## src/logic/scc_pkg.sv

```systemverilog
// Types and constants for the switch channel configuration register bank.
// Assumes a single mclk domain; serial pins are already synchronous to mclk.
// Notes on behaviour
// Switching, fault and overcurrent registers exist per output; frame select picks one copy.
// Direct-input disable 0 lets direct input drive output; 1 leaves only on bit.
// Slew code 00 medium, 01 low, 10 high; 11 unused.
// Delay bits give PWM clock rising edges of delay, only while PWM enabled.
// Unlimited-retry bit disables the retry timer; resets to 1.
// Retry-disable bit 1 stops auto-retry after a fault; default 0.
// Short-to-supply disable bit 1 turns that protection off; default 0.
// On open-load off when disable set; else LED bit picks bulb or LED threshold.
// Off-state open-load disable bit 1 stops off-state detection; default 0.
// Sense-ratio bit 0 low ratio, 1 high ratio.
// Xenon bit 1 selects xenon overcurrent profile instead of bulb profile.
// Cooling code 00 medium, 01 slow, 10 fast, 11 medium.
// Inrush code 00 slow, 01 fast, 10 medium, 11 very slow.
// High-level swap bit uses second high threshold during first overcurrent window.
// Steady code 00 level 2, 01 level 3, 10 level 4, 11 level 1.
// Overcurrent mode 0 inrush only, 1 inrush plus bulb cooling.
// Supply-fail enable with low logic supply enters fail-safe, outputs from PWM registers.
// PWM enable drives all outputs from PWM registers, ignoring direct inputs.
// With PWM on, clock select 0 external on direct input 0, 1 internal oscillator.
// Current enable routes selected output current; else temperature enable; else tri-state.
// Overvoltage-disable bit 1 turns overvoltage protection off; default 0.
// Decode 00101 global, 00111 calibration; per-output addresses 010, 011, 100.
// Frame: watchdog toggle, two select bits, three address bits, zero bit, nine data.
// Registers latch only on chip select rise after a multiple of sixteen bits.
package scc_pkg;
	localparam int FRAME_BITS = 16;
	localparam int CHANNELS   = 4;

	localparam logic [2:0] ADDR_SWITCH = 3'h2;
	localparam logic [2:0] ADDR_FAULT  = 3'h3;
	localparam logic [2:0] ADDR_OVERC  = 3'h4;
	localparam logic [2:0] ADDR_GLOBAL = 3'h5;
	localparam logic [2:0] ADDR_CALIB  = 3'h7;
	localparam logic [1:0] SEL_GLOBAL  = 2'h0;

	typedef struct packed {
		logic       watchdog_toggle;
		logic [1:0] out_sel;
		logic [2:0] addr;
		logic       zero;
		logic [8:0] data;
	} scc_frame_t;

	typedef struct packed {
		logic       pad2;
		logic       pad1;
		logic       pad0;
		logic       direct_disable;
		logic [1:0] slew;
		logic [2:0] delay;
	} scc_switch_t;

	typedef struct packed {
		logic       pad1;
		logic       pad0;
		logic       retry_unlimited;
		logic       retry_disable;
		logic       supply_short_protect_off;
		logic       on_openload_off;
		logic       off_openload_off;
		logic       openload_led_threshold;
		logic       sense_ratio_select;
	} scc_fault_t;

	typedef struct packed {
		logic       xenon;
		logic [1:0] cooling_curve;
		logic [1:0] inrush_curve;
		logic       high_level_swap;
		logic [1:0] steady_limit_sel;
		logic       overcurrent_mode_select;
	} scc_overc_t;

	typedef struct packed {
		logic       supply_fail_enable;
		logic       pwm_enable;
		logic       clock_select;
		logic       temp_feedback_enable;
		logic       current_feedback_enable;
		logic [1:0] feedback_output_sel;
		logic       unused;
		logic       overvoltage_protect_off;
	} scc_global_t;

	localparam scc_switch_t RST_SWITCH = 9'h000;
	localparam scc_fault_t  RST_FAULT  = 9'h040;
	localparam scc_overc_t  RST_OVERC  = 9'h000;
	localparam scc_global_t RST_GLOBAL = 9'h000;
	localparam logic [8:0]  RST_CALIB  = 9'h000;

	typedef enum logic [1:0] {SCC_SLEW_MEDIUM, SCC_SLEW_LOW, SCC_SLEW_HIGH, SCC_SLEW_UNUSED} scc_slew_t;
	typedef enum logic [1:0] {SCC_OL_OFF, SCC_OL_BULB, SCC_OL_LED} scc_openload_t;
	typedef enum logic [1:0] {SCC_COOL_MEDIUM, SCC_COOL_SLOW, SCC_COOL_FAST} scc_cooling_t;
	typedef enum logic [1:0] {SCC_INR_SLOW, SCC_INR_FAST, SCC_INR_MEDIUM, SCC_INR_VSLOW} scc_inrush_t;
	typedef enum logic [1:0] {SCC_LIM_1, SCC_LIM_2, SCC_LIM_3, SCC_LIM_4} scc_steady_t;
	typedef enum logic [1:0] {SCC_FB_OFF, SCC_FB_CURRENT, SCC_FB_TEMP} scc_feedback_t;

	typedef struct packed {
		scc_slew_t     slew;
		logic          retry_enable;
		logic          retry_timer_enable;
		logic          supply_short_protect_on;
		scc_openload_t on_openload;
		logic          off_openload_on;
		logic          high_sense_ratio;
		logic          xenon_profile;
		scc_cooling_t  cooling;
		scc_inrush_t   inrush;
		logic          second_high_threshold;
		scc_steady_t   steady;
		logic          cooling_managed;
	} scc_ch_ctrl_t;
endpackage : scc_pkg

```

## src/logic/scc_config_regs.sv

```systemverilog
// Serial-written configuration bank of a four-channel high-side switch.
// Assumes serial pins, direct inputs and the oscillator tick are synchronous to mclk.
`timescale 1ns/10ps
module scc_config_regs #(
	parameter int CHANNELS = scc_pkg::CHANNELS
) (
	// Clock and reset
	input  wire logic                                  mclk,
	input  wire logic                                  nrst,
	// Serial interface from the host
	input  wire logic                                  spi_cs_n,
	input  wire logic                                  spi_sclk,
	input  wire logic                                  spi_mosi,
	// Switching sources
	input  wire logic [CHANNELS-1:0]                   direct_in,
	input  wire logic [CHANNELS-1:0]                   pwm_drive,
	input  wire logic [CHANNELS-1:0]                   on_bit,
	input  wire logic                                  internal_osc,
	input  wire logic                                  vdd_fail,
	// Decoded controls
	output logic      [CHANNELS-1:0]                   out_gate,
	output scc_pkg::scc_ch_ctrl_t [CHANNELS-1:0]       ch_ctrl,
	output scc_pkg::scc_feedback_t                     feedback_mode,
	output logic      [1:0]                            feedback_channel,
	output logic                                       failsafe,
	output logic                                       pwm_active,
	output logic                                       pwm_clk_internal,
	output logic                                       overvoltage_protect_on,
	output logic      [8:0]                            clock_calibration,
	output logic                                       watchdog_toggle
);
	if (CHANNELS != 4) begin : gen_bad_channels
		$error("scc_config_regs: two select bits address exactly four channels");
	end

	// Serial receive state
	logic [15:0]       shift;
	logic [15:0]       next_shift;
	logic [3:0]        bit_cnt;
	logic [3:0]        next_bit_cnt;
	logic              seen;
	logic              next_seen;
	logic              sclk_q;
	logic              next_sclk_q;
	logic              cs_q;
	logic              next_cs_q;
	logic              commit;
	logic              next_commit;
	scc_pkg::scc_frame_t frame;

	always_comb begin
		next_shift   = shift;
		next_bit_cnt = bit_cnt;
		next_seen    = seen;
		next_sclk_q  = spi_sclk;
		next_cs_q    = spi_cs_n;
		next_commit  = 1'b0;
		if (cs_q && !spi_cs_n) begin
			next_bit_cnt = 4'h0;
			next_seen    = 1'b0;
		end else if (!spi_cs_n && spi_sclk && !sclk_q) begin
			next_shift   = {shift[14:0], spi_mosi};
			next_bit_cnt = bit_cnt + 4'h1;
			next_seen    = 1'b1;
		end
		// A short or ragged frame is dropped whole, so a glitch never half-writes a register
		if (!cs_q && spi_cs_n && seen && bit_cnt == 4'h0)
			next_commit = 1'b1;
	end

	always_ff @(posedge mclk or negedge nrst) begin
		if (!nrst) begin
			shift   <= 16'h0000;
			bit_cnt <= 4'h0;
			seen    <= 1'b0;
			sclk_q  <= 1'b0;
			cs_q    <= 1'b1;
			commit  <= 1'b0;
		end else begin
			shift   <= next_shift;
			bit_cnt <= next_bit_cnt;
			seen    <= next_seen;
			sclk_q  <= next_sclk_q;
			cs_q    <= next_cs_q;
			commit  <= next_commit;
		end
	end

	assign frame = scc_pkg::scc_frame_t'(shift);

	// Configuration registers
	scc_pkg::scc_switch_t [CHANNELS-1:0] sw_cfg;
	scc_pkg::scc_switch_t [CHANNELS-1:0] next_sw_cfg;
	scc_pkg::scc_fault_t  [CHANNELS-1:0] fault_cfg;
	scc_pkg::scc_fault_t  [CHANNELS-1:0] next_fault_cfg;
	scc_pkg::scc_overc_t  [CHANNELS-1:0] oc_cfg;
	scc_pkg::scc_overc_t  [CHANNELS-1:0] next_oc_cfg;
	scc_pkg::scc_global_t                glb_cfg;
	scc_pkg::scc_global_t                next_glb_cfg;
	logic [8:0]                          cal_cfg;
	logic [8:0]                          next_cal_cfg;
	logic                                wd_bit;
	logic                                next_wd_bit;

	always_comb begin
		next_sw_cfg    = sw_cfg;
		next_fault_cfg = fault_cfg;
		next_oc_cfg    = oc_cfg;
		next_glb_cfg   = glb_cfg;
		next_cal_cfg   = cal_cfg;
		next_wd_bit    = wd_bit;
		if (commit) begin
			next_wd_bit = frame.watchdog_toggle;
			if (frame.addr == scc_pkg::ADDR_SWITCH) begin
				next_sw_cfg[frame.out_sel] = scc_pkg::scc_switch_t'(frame.data);
			end else if (frame.addr == scc_pkg::ADDR_FAULT) begin
				next_fault_cfg[frame.out_sel] = scc_pkg::scc_fault_t'(frame.data);
			end else if (frame.addr == scc_pkg::ADDR_OVERC) begin
				next_oc_cfg[frame.out_sel] = scc_pkg::scc_overc_t'(frame.data);
			end else if (frame.addr == scc_pkg::ADDR_GLOBAL
				&& frame.out_sel == scc_pkg::SEL_GLOBAL) begin
				next_glb_cfg = scc_pkg::scc_global_t'(frame.data);
			end else if (frame.addr == scc_pkg::ADDR_CALIB
				&& frame.out_sel == scc_pkg::SEL_GLOBAL) begin
				next_cal_cfg = frame.data;
			end
		end
	end

	always_ff @(posedge mclk or negedge nrst) begin
		if (!nrst) begin
			for (int i = 0; i < CHANNELS; i++) begin
				sw_cfg[i]    <= scc_pkg::RST_SWITCH;
				fault_cfg[i] <= scc_pkg::RST_FAULT;
				oc_cfg[i]    <= scc_pkg::RST_OVERC;
			end
			glb_cfg <= scc_pkg::RST_GLOBAL;
			cal_cfg <= scc_pkg::RST_CALIB;
			wd_bit  <= 1'b0;
		end else begin
			sw_cfg    <= next_sw_cfg;
			fault_cfg <= next_fault_cfg;
			oc_cfg    <= next_oc_cfg;
			glb_cfg   <= next_glb_cfg;
			cal_cfg   <= next_cal_cfg;
			wd_bit    <= next_wd_bit;
		end
	end

	// PWM clock edge detection; the external clock shares pin direct input 0
	logic pwm_src;
	logic pwm_src_q;
	logic next_pwm_src_q;
	logic pwm_edge;

	always_comb begin
		pwm_src        = glb_cfg.clock_select ? internal_osc : direct_in[0];
		next_pwm_src_q = pwm_src;
	end

	always_ff @(posedge mclk or negedge nrst) begin
		if (!nrst)
			pwm_src_q <= 1'b0;
		else
			pwm_src_q <= next_pwm_src_q;
	end

	assign pwm_edge = glb_cfg.pwm_enable && pwm_src && !pwm_src_q;

	// Per-channel switching path and decoded controls
	logic                          fs_mode;
	logic [CHANNELS-1:0]           next_gate;
	scc_pkg::scc_ch_ctrl_t [CHANNELS-1:0] next_ctrl;

	assign fs_mode = glb_cfg.supply_fail_enable && vdd_fail;

	genvar g;
	generate
		for (g = 0; g < CHANNELS; g++) begin : gen_ch
			logic [6:0] hist;
			logic [6:0] next_hist;
			logic       req;
			logic       delayed;

			always_comb begin
				// Which source owns the output, in falling priority
				if (fs_mode || glb_cfg.pwm_enable)  // see R17
					req = pwm_drive[g];
				else if (sw_cfg[g].direct_disable)
					req = on_bit[g];
				else
					req = direct_in[g] | on_bit[g];
				next_hist = pwm_edge ? {hist[5:0], req} : hist;
				// Delay only counts PWM edges, so it is meaningless with PWM off
				if (!glb_cfg.pwm_enable || sw_cfg[g].delay == 3'h0)
					delayed = req;
				else
					delayed = hist[sw_cfg[g].delay - 3'h1];
				next_gate[g] = delayed;
			end

			always_ff @(posedge mclk or negedge nrst) begin
				if (!nrst)
					hist <= 7'h00;
				else
					hist <= next_hist;
			end

			always_comb begin
				next_ctrl[g].slew = scc_pkg::scc_slew_t'(sw_cfg[g].slew);
				next_ctrl[g].retry_enable = !fault_cfg[g].retry_disable;
				next_ctrl[g].retry_timer_enable = !fault_cfg[g].retry_unlimited;
				next_ctrl[g].supply_short_protect_on =
					!fault_cfg[g].supply_short_protect_off;
				if (fault_cfg[g].on_openload_off)
					next_ctrl[g].on_openload = scc_pkg::SCC_OL_OFF;
				else if (fault_cfg[g].openload_led_threshold)
					next_ctrl[g].on_openload = scc_pkg::SCC_OL_LED;
				else
					next_ctrl[g].on_openload = scc_pkg::SCC_OL_BULB;
				next_ctrl[g].off_openload_on = !fault_cfg[g].off_openload_off;
				next_ctrl[g].high_sense_ratio = fault_cfg[g].sense_ratio_select;
				next_ctrl[g].xenon_profile = oc_cfg[g].xenon;
				case (oc_cfg[g].cooling_curve)
					2'h1:    next_ctrl[g].cooling = scc_pkg::SCC_COOL_SLOW;
					2'h2:    next_ctrl[g].cooling = scc_pkg::SCC_COOL_FAST;
					default: next_ctrl[g].cooling = scc_pkg::SCC_COOL_MEDIUM;
				endcase
				next_ctrl[g].inrush = scc_pkg::scc_inrush_t'(oc_cfg[g].inrush_curve);
				next_ctrl[g].second_high_threshold = oc_cfg[g].high_level_swap;
				case (oc_cfg[g].steady_limit_sel)
					2'h0:    next_ctrl[g].steady = scc_pkg::SCC_LIM_2;
					2'h1:    next_ctrl[g].steady = scc_pkg::SCC_LIM_3;
					2'h2:    next_ctrl[g].steady = scc_pkg::SCC_LIM_4;
					default: next_ctrl[g].steady = scc_pkg::SCC_LIM_1;
				endcase
				next_ctrl[g].cooling_managed = oc_cfg[g].overcurrent_mode_select;
			end
		end
	endgenerate

	// Registered outputs
	scc_pkg::scc_feedback_t next_fb_mode;

	always_comb begin
		if (glb_cfg.current_feedback_enable)
			next_fb_mode = scc_pkg::SCC_FB_CURRENT;
		else if (glb_cfg.temp_feedback_enable)
			next_fb_mode = scc_pkg::SCC_FB_TEMP;
		else
			next_fb_mode = scc_pkg::SCC_FB_OFF;
	end

	always_ff @(posedge mclk or negedge nrst) begin
		if (!nrst) begin
			out_gate               <= '0;
			ch_ctrl                <= '0;
			feedback_mode          <= scc_pkg::SCC_FB_OFF;
			feedback_channel       <= 2'h0;
			failsafe               <= 1'b0;
			pwm_active             <= 1'b0;
			pwm_clk_internal       <= 1'b0;
			overvoltage_protect_on <= 1'b1;
			clock_calibration      <= scc_pkg::RST_CALIB;
			watchdog_toggle        <= 1'b0;
		end else begin
			out_gate               <= next_gate;
			ch_ctrl                <= next_ctrl;
			feedback_mode          <= next_fb_mode;
			feedback_channel       <= glb_cfg.feedback_output_sel;
			failsafe               <= fs_mode;
			pwm_active             <= glb_cfg.pwm_enable;
			pwm_clk_internal       <= glb_cfg.pwm_enable && glb_cfg.clock_select;
			overvoltage_protect_on <= !glb_cfg.overvoltage_protect_off;
			clock_calibration      <= cal_cfg;
			watchdog_toggle        <= wd_bit;
		end
	end
endmodule : scc_config_regs

```

## config.mk

```make
export PLATFORM = sky130hd
export DESIGN_NAME = scc_config_regs
export DESIGN_NICKNAME = d
export VERILOG_FILES = /design/src/logic/scc_pkg.sv /design/src/logic/scc_config_regs.sv
export SDC_FILE = /design/constraint.sdc
export NUM_CORES = 1
export LEC_CHECK = 0
export BUFFER_PORTS_ARGS = -buffer_cell sky130_fd_sc_hd__buf_2
export CAP_MARGIN = 20
export CELL_PAD_IN_SITES_DETAIL_PLACEMENT = 0
export CELL_PAD_IN_SITES_GLOBAL_PLACEMENT = 1
export CORE_MARGIN = 1.5
export CORE_UTILIZATION = 48
export CTS_BUF_LIST = sky130_fd_sc_hd__clkbuf_16
export DETAILED_ROUTE_END_ITERATION = 8
export PLACE_DENSITY = 0.78
export SKIP_LAST_GASP = 1
export SLEW_MARGIN = 15
export SYNTH_ARGS = -nofsm -noshare
export SYNTH_HDL_FRONTEND = slang
export SYNTH_SLANG_ARGS = --single-unit
```

## constraint.sdc

```tcl
create_clock -name mclk -period 2.25 [get_ports mclk]
set_clock_uncertainty 0.1 [all_clocks]
set_input_delay 0.225 -clock mclk [delete_from_list [all_inputs] [get_ports mclk]]
set_output_delay 0.225 -clock mclk [all_outputs]
set_load 0.02 [all_outputs]
```

# Yosys cells after proc, flatten, opt, wreduce, memory -nomap -nowiden
# Index checks and enable logic that the tools add are counted.
word_totals:
  regBits: 273
  in_bits: 19
  wordCells: 312
op_classes:
  addsub: 5
  order_cmp: 6
  eq_ne: 21
  n_mux: 49
  bitwise_logic: 9
  n_reduce_logical: 57
op_table:
  columns: ["cell", "n"]
  rows:
  - ["$bwmux W36", 3]
  - ["$pmux W2 S3", 4]
  - ["$logic_not A1 Y1", 22]
  - ["$mux W1", 20]
  - ["$mux W2", 10]
  - ["$demux W9 S2", 1]
  - ["$eq A2 B1 Y1 const B", 8]
  - ["$eq A2 B2 Y1 const B", 8]
  - ["$lt A3 B4 Y1 const B", 4]
  - ["$pmux W2 S2", 4]
  - ["$logic_and A1 B1 Y1", 13]
  - ["$bmux W1 S3", 4]
  - ["$logic_not A3 Y1", 4]
  - ["$sub A3 B1 Y3 const B", 4]
  - ["$logic_not A2 Y1", 5]
  - ["$eq A3 B3 Y1 const B", 3]
  - ["$mux W9", 1]
  - ["$mux W4", 2]
  - ["$eq A3 B2 Y1 const B", 2]
  - ["$reduce_and A6 Y1", 1]
  - ["$logic_or A1 B1 Y1", 5]
  - ["$not A1 Y1", 5]
  - ["$reduce_and A5 Y1", 1]
  - ["$add A4 B1 Y4 const B", 1]
  - ["other kinds (8)", 12]

# Depth between registers and ports, before layout
# Gate-level depths: netlist of run 1.
depth:
  depth_word: 5
  depth_mapped: 6
  depth_no_buf: 6

# Least setup slack after synthesis of run 1
# OpenSTA, ideal clock, no wires.
synth_path:
  path_type: "register to register"
  from: "register glb_cfg[6] (netlist name)"
  to: "register gen_ch[1].hist[1]"
  setup_ns: 0.125
  t_arrival_ns: 1.477
  slack_ns: 0.548
  stages_incl_launch_ff: 6
  synth_period_minus_slack_ns: 1.702
  cell_sequence: "dfrtp_1 mux2_2 and3b_1 buf_2 buf_2 mux2_2"
synth_via:
  elab_chain_len: 3
synth_rtl:
  columns: ["item", "line_no", "text"]
  rows:
  - ["from (decl)", "scc_config_regs.sv:98", "scc_pkg::scc_global_t glb_cfg;"]
  - ["from (signal assigned)", "scc_config_regs.sv:137", "glb_cfg <= scc_pkg::RST_GLOBAL;"]
  - ["from (signal assigned)", "scc_config_regs.sv:144", "glb_cfg <= next_glb_cfg;"]
  - ["$mux W1", "scc_config_regs.sv:157", "pwm_src = glb_cfg.clock_select ? internal_osc : direct_in[0];"]
  - ["via next_pwm_src_q", "scc_config_regs.sv:153", "logic next_pwm_src_q;"]
  - ["$logic_and A1 B1 Y1 (2 in a row)", "scc_config_regs.sv:168", "assign pwm_edge = glb_cfg.pwm_enable && pwm_src && !pwm_src_q;"]
  - ["to (signal assigned)", "scc_config_regs.sv:206", "hist <= next_hist;"]
  - ["to (decl)", "scc_config_regs.sv:180", "logic [6:0] hist;"]
# The timed path passes the listed nets, and every way through them passes these cells.
# A chain may end at the register's enable or synchronous reset.

# Final worst setup path of run 1
layout_path:
  from: "register shift[12], in the netlist frame[12]"
  to: "register oc_cfg, in the netlist next_ctrl[40]"
layout_via:
  elab_chain_len: 3
  word_cells_on_any_way: 6
  cone_classes: "eq/ne (3); bitwise (2); reduce/logical (1)"
layout_rtl:
  columns: ["item", "line_no", "text"]
  rows:
  - ["from (decl)", "scc_config_regs.sv:37", "logic [15:0] shift;"]
  - ["from (signal assigned)", "scc_config_regs.sv:80", "shift <= next_shift;"]
  - ["$eq A3 B2 Y1 (on tied branches)", "scc_config_regs.sv:116, scc_config_regs.sv:114", null]
  - ["$not A1 Y1 (no line)", null, null]
  - ["$reduce_and A4 Y1 (no line) (*)", null, null]
  - ["to (signal, indexed assignment)", "scc_config_regs.sv:135", "oc_cfg[i] <= scc_pkg::RST_OVERC;"]
  - ["to (signal assigned)", "scc_config_regs.sv:143", "oc_cfg <= next_oc_cfg;"]
  - ["to (decl)", "scc_config_regs.sv:96", "scc_pkg::scc_overc_t [CHANNELS-1:0] oc_cfg;"]
# Every way passes the cells marked *; elsewhere a longest branch is shown, timed or not.

==> results of run 1 <==
-- repair_timing --
action	in CTS	in global routing
hold buffers	8	0
hold endpoints to repair	259	0
setup endpoints to repair	0	0
-- metrics by stage --
stage / setup WS [ns] / hold WS, ns / util (%) / cell area, um2
2_1_floorplan: 0.548 / -0.171 / - / 9350
3_3_place_gp: 0.418 / 0.0111 / 54.4 / 10300
3_5_place_dp: 0.362 / 0.0127 / 54.4 / 10300
4_1_cts: 0.348 / 0.00803 / 59.3 / 11200
5_1_grt: 0.262 / 0.0334 / 59.3 / 11200
6_report: 0.374 / 0.0152 / 59.3 / 11200
-- worst min-delay path, cell delays in order --
cell	delay, ns
buf_2	0.07
o21ai_0	0.13
mux2i_1	0.16
-- final timing paths --
path	slack [ns]	start	depth (start not counted)	endpoint
worst max-delay path	0.37	frame[12]	4	next_ctrl[40]
worst min-delay path	0.02	pwm_drive[3]	3	gen_ch[3].hist[0]
worst max register to register	0.37	frame[12]	4	next_ctrl[40]
worst min register to register	0.27	cal_cfg[3]	0	clock_calibration[3]
max in group asynchronous	1.21	nrst	3	fault_cfg[15]
min in group asynchronous	0.07	nrst	2	pwm_active
-- placed cells by master, fill, tap and decap left out, drive strengths merged, types with 10 or more instances in the layout --
cell,n
clkbuf,26
clkinv,13
o21ai,23
nor2,23
dfrtp,247
nand2,33
inv,49
nor2b,16
mux2,130
ha,22
mux2i,10
buf,124
-- where the power goes --
| group | internal [uW] | switching (uW) | total [uW] |
|---|---|---|---|
| logic | 104 | 143 | 246 |
| registers | 4600 | 263 | 4870 |
| clock network | 2550 | 1670 | 4220 |
-- area by class of cell --
type	instances	area, um2	share of cell area (%)
sequential	253	6340	56.5
multi-input combinational	314	2750	24.5
timing repair buffer	132	778	6.94
clock buffer	26	651	5.80
tap	260	325	2.90
clock inverter	22	204	1.82
inverter	44	165	1.47
-- flip-flops by register name, summed over array words and instances (netlist names), 2 cells and up --
name and cells:
ch_ctrl 72, fault_cfg 28, gen_ch.hist 28, next_ctrl 28, frame 16, oc_cfg 16
sw_cfg 16, cal_cfg 9, clock_calibration 9, glb_cfg 8, bit_cnt 4, out_gate 4
feedback_channel 2, feedback_mode 2
-- routing by layer --
layer | global-route usage [%] | vias up
li1 | - | 2412
met1 | 25.1 | 2682
met2 | 30.8 | 110
met3 | 3.20 | 26
met4 | 4.99 | 0
met5 | 0 | -
-- cells by family (layout without fill, tap and decap cells) --
kind of cell	count (synthesis)	in the layout
mux	144	144
buf+inv	66	224
compound gates	41	41
xor+xnor	4	4
flops	253	253
fa+ha+maj	22	22
simple gates	103	103
==> run_results.csv, run 1 <==
group,metric,value,unit
routing,vias,5230,
worst_setup_path,critPathRequiredTime,2.55,ns
worst_setup_path,worstPathArrival,2.18,ns
worst_setup_path,path_class,"reg2reg",
synth,synthArstFlopShare,100,%
clocking,cts_tree,"yes",
synth,syn_nets,674,
routing,m1WireLength,7.87,mm
timing,setup_tns,0,ns
placed_design,dp_cells,995,
floorplanning,core_area,18900,um2
synth,synth-compound-area-share,2.52,%
synth,syn_inst,633,
synth,synthAdderAreaFrac,2.94,%
floorplanning,die_area,20300,um2
floorplanning,pin_count,113,
synth,netlist_top_cells_count,"dfrtp_1, mux2_2, inv_1",
worst_setup_path,startpoint_type,"flip-flop",
layout,fin_cells,1051,
power_and_ir_drop,vdd_drop_max,0.550,mV
timing,setup_viol,0,
clocking,post_cts_buffers,0,
grt,grt_usage,18.4,%
floorplanning,fp-row-count,50,
grt,antenna_found_initial,0,
timing,final.min_clock_period,1.88,ns
synth,synthMuxAreaShare,17.7,%
routing,top_layer,"met4",
timing,hold_violations,0,
placed_design,place.gp.congestion,0.765,
power_and_ir_drop,power.leakage,0.00565,uW
synth,synth_top_family_by_area,"multiplexers",
clocking,cts.repair.resized,0,
timing,final_max_slew_viol_count,0,
routing,drcViolationCount,0,
layout,finalNetCount,812,
floorplanning,initial_core_util,49.5,%
layout,antennaDiodeCount,0,
clocking,clkSinkCount,253,
worst_setup_path,worstSetupEndpointType,"flip-flop",
synth,synthXorXnorAreaFrac,0.375,%
placed_design,dp_hpwl,11.6,mm
timing,slew_headroom,41.5,%
routing,wl_met2,8.77,mm
job,drv_cap,0,
synth,synth_edf_count,0,
worst_setup_path,crit_buf_inv,0,
routing,avgViaCountPerCell,4.98,
min_path,hp-class,"in2reg",
worst_setup_path,crit_family,"simple AND/OR/NAND/NOR gates",
grt,grt_overflow_total,0,
timing,fin_crit_sh,83.4,%
clocking,clock_path_buffers,3,
timing,rsz0062_at_grt,"false",
layout,drive_gt1_share,38.4,%
synth,syn-cell-area,9350,um2
synth,ys_ff_latch,253,
grt,grt_pass1_vias,5431,
synth,synthDominantCellAreaShare,66.1,%
synth,yosys_warnings,0,
routing,finalWirelength,17.8,mm
synth,yosysMostFrequentCell,"dfrtp_1",
synth,seq_area_frac_synth,67.8,%
routing,first_iter_violations,262,
power_and_ir_drop,cellPowerDensity,833,nW/um2
clocking,worstSkewPairLatency,0.52,ns
synth,synth_top_area_cell,"dfrtp_1",
clocking,root_buffer,"clkbuf_16",
synth,synthTopCellsByArea,"dfrtp_1, mux2_2, ha_1",
routing,wl_per_cell,16.9,um
synth,synth_cell_types,37,
synth,synth-simple-area-share,5.82,%
timing,max_freq,0.533,GHz
clocking,path_clk_slew,0.06,ns
power_and_ir_drop,power,9340,uW
routing,postRouteAntennaNets,0,
layout,synthToLayoutAreaGrowth,19.9,%
routing,wl_met3,847,um
synth,ys.flop_type,"dfrtp_1",
grt,grt_max_degree,76,
routing,first_pass_iters,4,
floorplanning,chipWidth,143,um
clocking,cts_inserted_buffers,26,
floorplanning,die_y,143,um
worst_setup_path,cp_cell_sequence,"nand2_1 > nor3_1 > nand2_2 > mux2_2",
layout,fillers,1521,
synth,syn_avg_cell_area,14.8,um2
worst_setup_path,slowest_stage,"nor3_1",
grt,grt_first_pass_wirelength,28.9,mm
run_status,status,"finished clean",
clocking,h-tree-depth,1,
worst_setup_path,cp_max_fo,9,
timing,worstMarginPinSlew,0.878,ns
placed_design,portBuffers,112,
worst_setup_path,max_stage_delay,0.46,ns
Power figures use the tool's default switching activity.
==> run 2: changes to the inputs <==
--- a/config.mk
+++ b/config.mk
@@ -5,15 +5,16 @@
 export SDC_FILE = /design/constraint.sdc
 export NUM_CORES = 1
 export LEC_CHECK = 0
+export ABC_AREA = 1
 export BUFFER_PORTS_ARGS = -buffer_cell sky130_fd_sc_hd__buf_2
 export CAP_MARGIN = 20
 export CELL_PAD_IN_SITES_DETAIL_PLACEMENT = 0
 export CELL_PAD_IN_SITES_GLOBAL_PLACEMENT = 1
 export CORE_MARGIN = 1.5
-export CORE_UTILIZATION = 48
+export CORE_UTILIZATION = 41
 export CTS_BUF_LIST = sky130_fd_sc_hd__clkbuf_16
 export DETAILED_ROUTE_END_ITERATION = 8
-export PLACE_DENSITY = 0.78
+export PLACE_DENSITY = 0.75
 export SKIP_LAST_GASP = 1
 export SLEW_MARGIN = 15
 export SYNTH_ARGS = -nofsm -noshare
==> constraint.sdc (replaced) <==
create_clock -name mclk -period 1.56 [get_ports mclk]
set_clock_uncertainty 0.1 [all_clocks]
set_input_delay 0.156 -clock mclk [delete_from_list [all_inputs] [get_ports mclk]]
set_output_delay 0.156 -clock mclk [all_outputs]
set_load 0.02 [all_outputs]
==> run_results.csv, run 2 <==
group,metric,value,unit
run_status,status,"finished clean",
grt,antenna_found_initial,0,
layout,synthToLayoutAreaGrowth,24.2,%
grt,grt_usage,17.3,%
synth,syn_nets,950,
synth,synth_top_area_cell,"dfrtp_1",
synth,synthDominantCellAreaShare,66.0,%
synth,synth_cell_types,26,
min_path,hp-class,"in2reg",
floorplanning,pin_count,113,
routing,avgViaCountPerCell,4.61,
routing,vias,6372,
worst_setup_path,worstSetupEndpointType,"flip-flop",
power_and_ir_drop,power,16100,uW
grt,grt_max_degree,85,
power_and_ir_drop,cellPowerDensity,1380,nW/um2
floorplanning,die_area,23800,um2
synth,syn-cell-area,9370,um2
floorplanning,chipWidth,154,um
synth,ys_ff_latch,253,
routing,postRouteAntennaNets,0,
routing,finalWirelength,20.1,mm
clocking,cts_tree,"yes",
synth,syn_inst,909,
timing,worstMarginPinSlew,0.458,ns
power_and_ir_drop,p_sw_share,26.3,%
grt,grt_pass1_vias,6218,
synth,yosysMostFrequentCell,"nand2_1",
timing,setup_tns,0,ns
layout,antennaDiodeCount,0,
synth,synthTopCellsByArea,"dfrtp_1, nand2_1, o21ai_0",
clocking,h-tree-depth,1,
clocking,worstSkewPairLatency,0.52,ns
clocking,root_buffer,"clkbuf_16",
power_and_ir_drop,clkPwrFrac,39.6,%
routing,first_pass_iters,4,
synth,ys.flop_type,"dfrtp_1",
layout,drive_gt1_share,21.2,%
placed_design,dp_hpwl,13.2,mm
layout,finalNetCount,1117,
synth,yosys_warnings,0,
grt,grt_first_pass_wirelength,32.5,mm
layout,largest_reg_flops,72,
routing,first_iter_violations,276,
clocking,clock_path_buffers,3,
timing,fin_crit_sh,98.4,%
floorplanning,initial_core_util,41.6,%
synth,syn_avg_cell_area,10.3,um2
routing,drcViolationCount,0,
layout,post-route-util,51.7,%
power_and_ir_drop,p_switching,4240,uW
power_and_ir_drop,power.leakage,0.00587,uW
power_and_ir_drop,pwr-share-seq,47.2,%
worst_setup_path,critPathRequiredTime,1.86,ns
routing,wl_per_cell,14.5,um
worst_setup_path,path_class,"reg2reg",
worst_setup_path,worstPathArrival,1.83,ns
power_and_ir_drop,p_int,11900,uW
timing,hold_violations,0,
layout,layout_common_cells,"nand2_1, dfrtp_1, buf_2",
synth,netlist_top_cells_count,"nand2_1, dfrtp_1, o21ai_0",
synth,synth_edf_count,0,
floorplanning,core_area,22500,um2
timing,slew_headroom,69.5,%
floorplanning,fp-row-count,55,
synth,synthArstFlopShare,100,%
power_and_ir_drop,comb_power_share,13.2,%
clocking,clkSinkCount,253,
layout,largest_register,"ch_ctrl",
layout,final_common_cell,"nand2_1",
synth,seq_area_frac_synth,67.7,%
worst_setup_path,cp_max_fo,18,
placed_design,place.gp.congestion,0.793,
timing,final.min_clock_period,1.53,ns
grt,grt_overflow_total,0,
power_and_ir_drop,vdd_drop_max,0.678,mV
timing,setup_viol,0,
floorplanning,die_y,154,um
clocking,path_clk_slew,0.06,ns
timing,max_freq,0.652,GHz
timing,rsz0062_at_grt,"true",
clocking,cts_inserted_buffers,26,
timing,final_max_slew_viol_count,0,
job,drv_cap,0,
worst_setup_path,startpoint_type,"flip-flop",
placed_design,portBuffers,112,
## run 2: cell families (layout without fill, tap and decap cells)
group	count (synthesis)	in the layout	share of synthesized area, %
flops	253	253	67.7
buf+inv	127	313	5.65
compound gates	150	150	8.48
xor+xnor	1	1	0.0935
simple gates	356	357	15.2
fa+ha+maj	22	22	2.94
## run 2: layout make-up
type | count | area (um2)
multi-input cells | 530 | 2590
clock inverters | 21 | 214
flip-flops and latches | 253 | 6340
well taps | 285 | 357
repair buffers | 166 | 1080
fillers | 2003 | 10900
clock buffers | 27 | 676
inverters | 99 | 374
## run 2: worst paths after layout
kind	startpoint	end	slack [ns]	cells past startpoint
max reg2reg	frame[12]	next_ctrl[39]	0.03	7
min in group asynchronous	nrst	ch_ctrl[19]	0.13	3
min	direct_in[3]	gen_ch[3].hist[0]	0.04	7
min reg2reg	cal_cfg[8]	clock_calibration[8]	0.27	0
max in group asynchronous	nrst	fault_cfg[24]	0.80	3
max	frame[12]	next_ctrl[39]	0.03	7
## run 2: metrics by stage
| step | hold WS, ns | instance area, um2 | worst slack [ns] | std cells |
|---|---|---|---|---|
| 2_1_floorplan | -0.240 | 9370 | 0.166 | 909 |
| 3_3_place_gp | 0.0855 | 10500 | -0.0345 | 1314 |
| 3_5_place_dp | 0.0820 | 10500 | -0.104 | 1314 |
| 4_1_cts | 0.0197 | 11500 | -0.0762 | 1378 |
| 5_1_grt | 0.125 | 11600 | -0.108 | 1381 |
| 6_report | 0.0362 | 11600 | 0.0252 | 1381 |
## run 2: what timing repair did
| item | CTS | global route |
|---|---|---|
| resized for setup | 1 | 24 |
| setup buffers | 0 | 2 |
| pin swaps | 0 | 2 |
| endpoints found under the setup margin | 16 | 93 |
| hold endpoints to repair | 268 | 0 |
| hold buffers | 16 | 0 |
| gates cloned | 0 | 1 |
## run 2: worst max-delay path, cell delays in order (launching register included)
cell and delay [ns]:
dfrtp_1 0.38, inv_2 0.08, nor2_4 0.11, nand2_2 0.06, nor2_4 0.27, nand2_4 0.22
nand2_1 0.13, o21ai_2 0.05
## run 2: per-layer routing
metal	part of all wire [%]	track usage, %	routed length (um)	up-vias
met1	47	24.5	9450	3035
met4	2.3	5.46	472	0
met5	0	0	0	-
li1	-	-	-	3187
met2	47	27.8	9350	118
met3	4.1	2.48	816	32
## run 2: power groups by stage
stage          Sequential (uW)  Combinational (uW)  Clock [uW]
4_1_cts                   7600                2100        6530
3_5_place_dp              7720                2050           0
2_1_floorplan             7890                 860           0
5_1_grt                   7680                2380        6830
6_report                  7600                2130        6380
3_3_place_gp              7710                2030           0
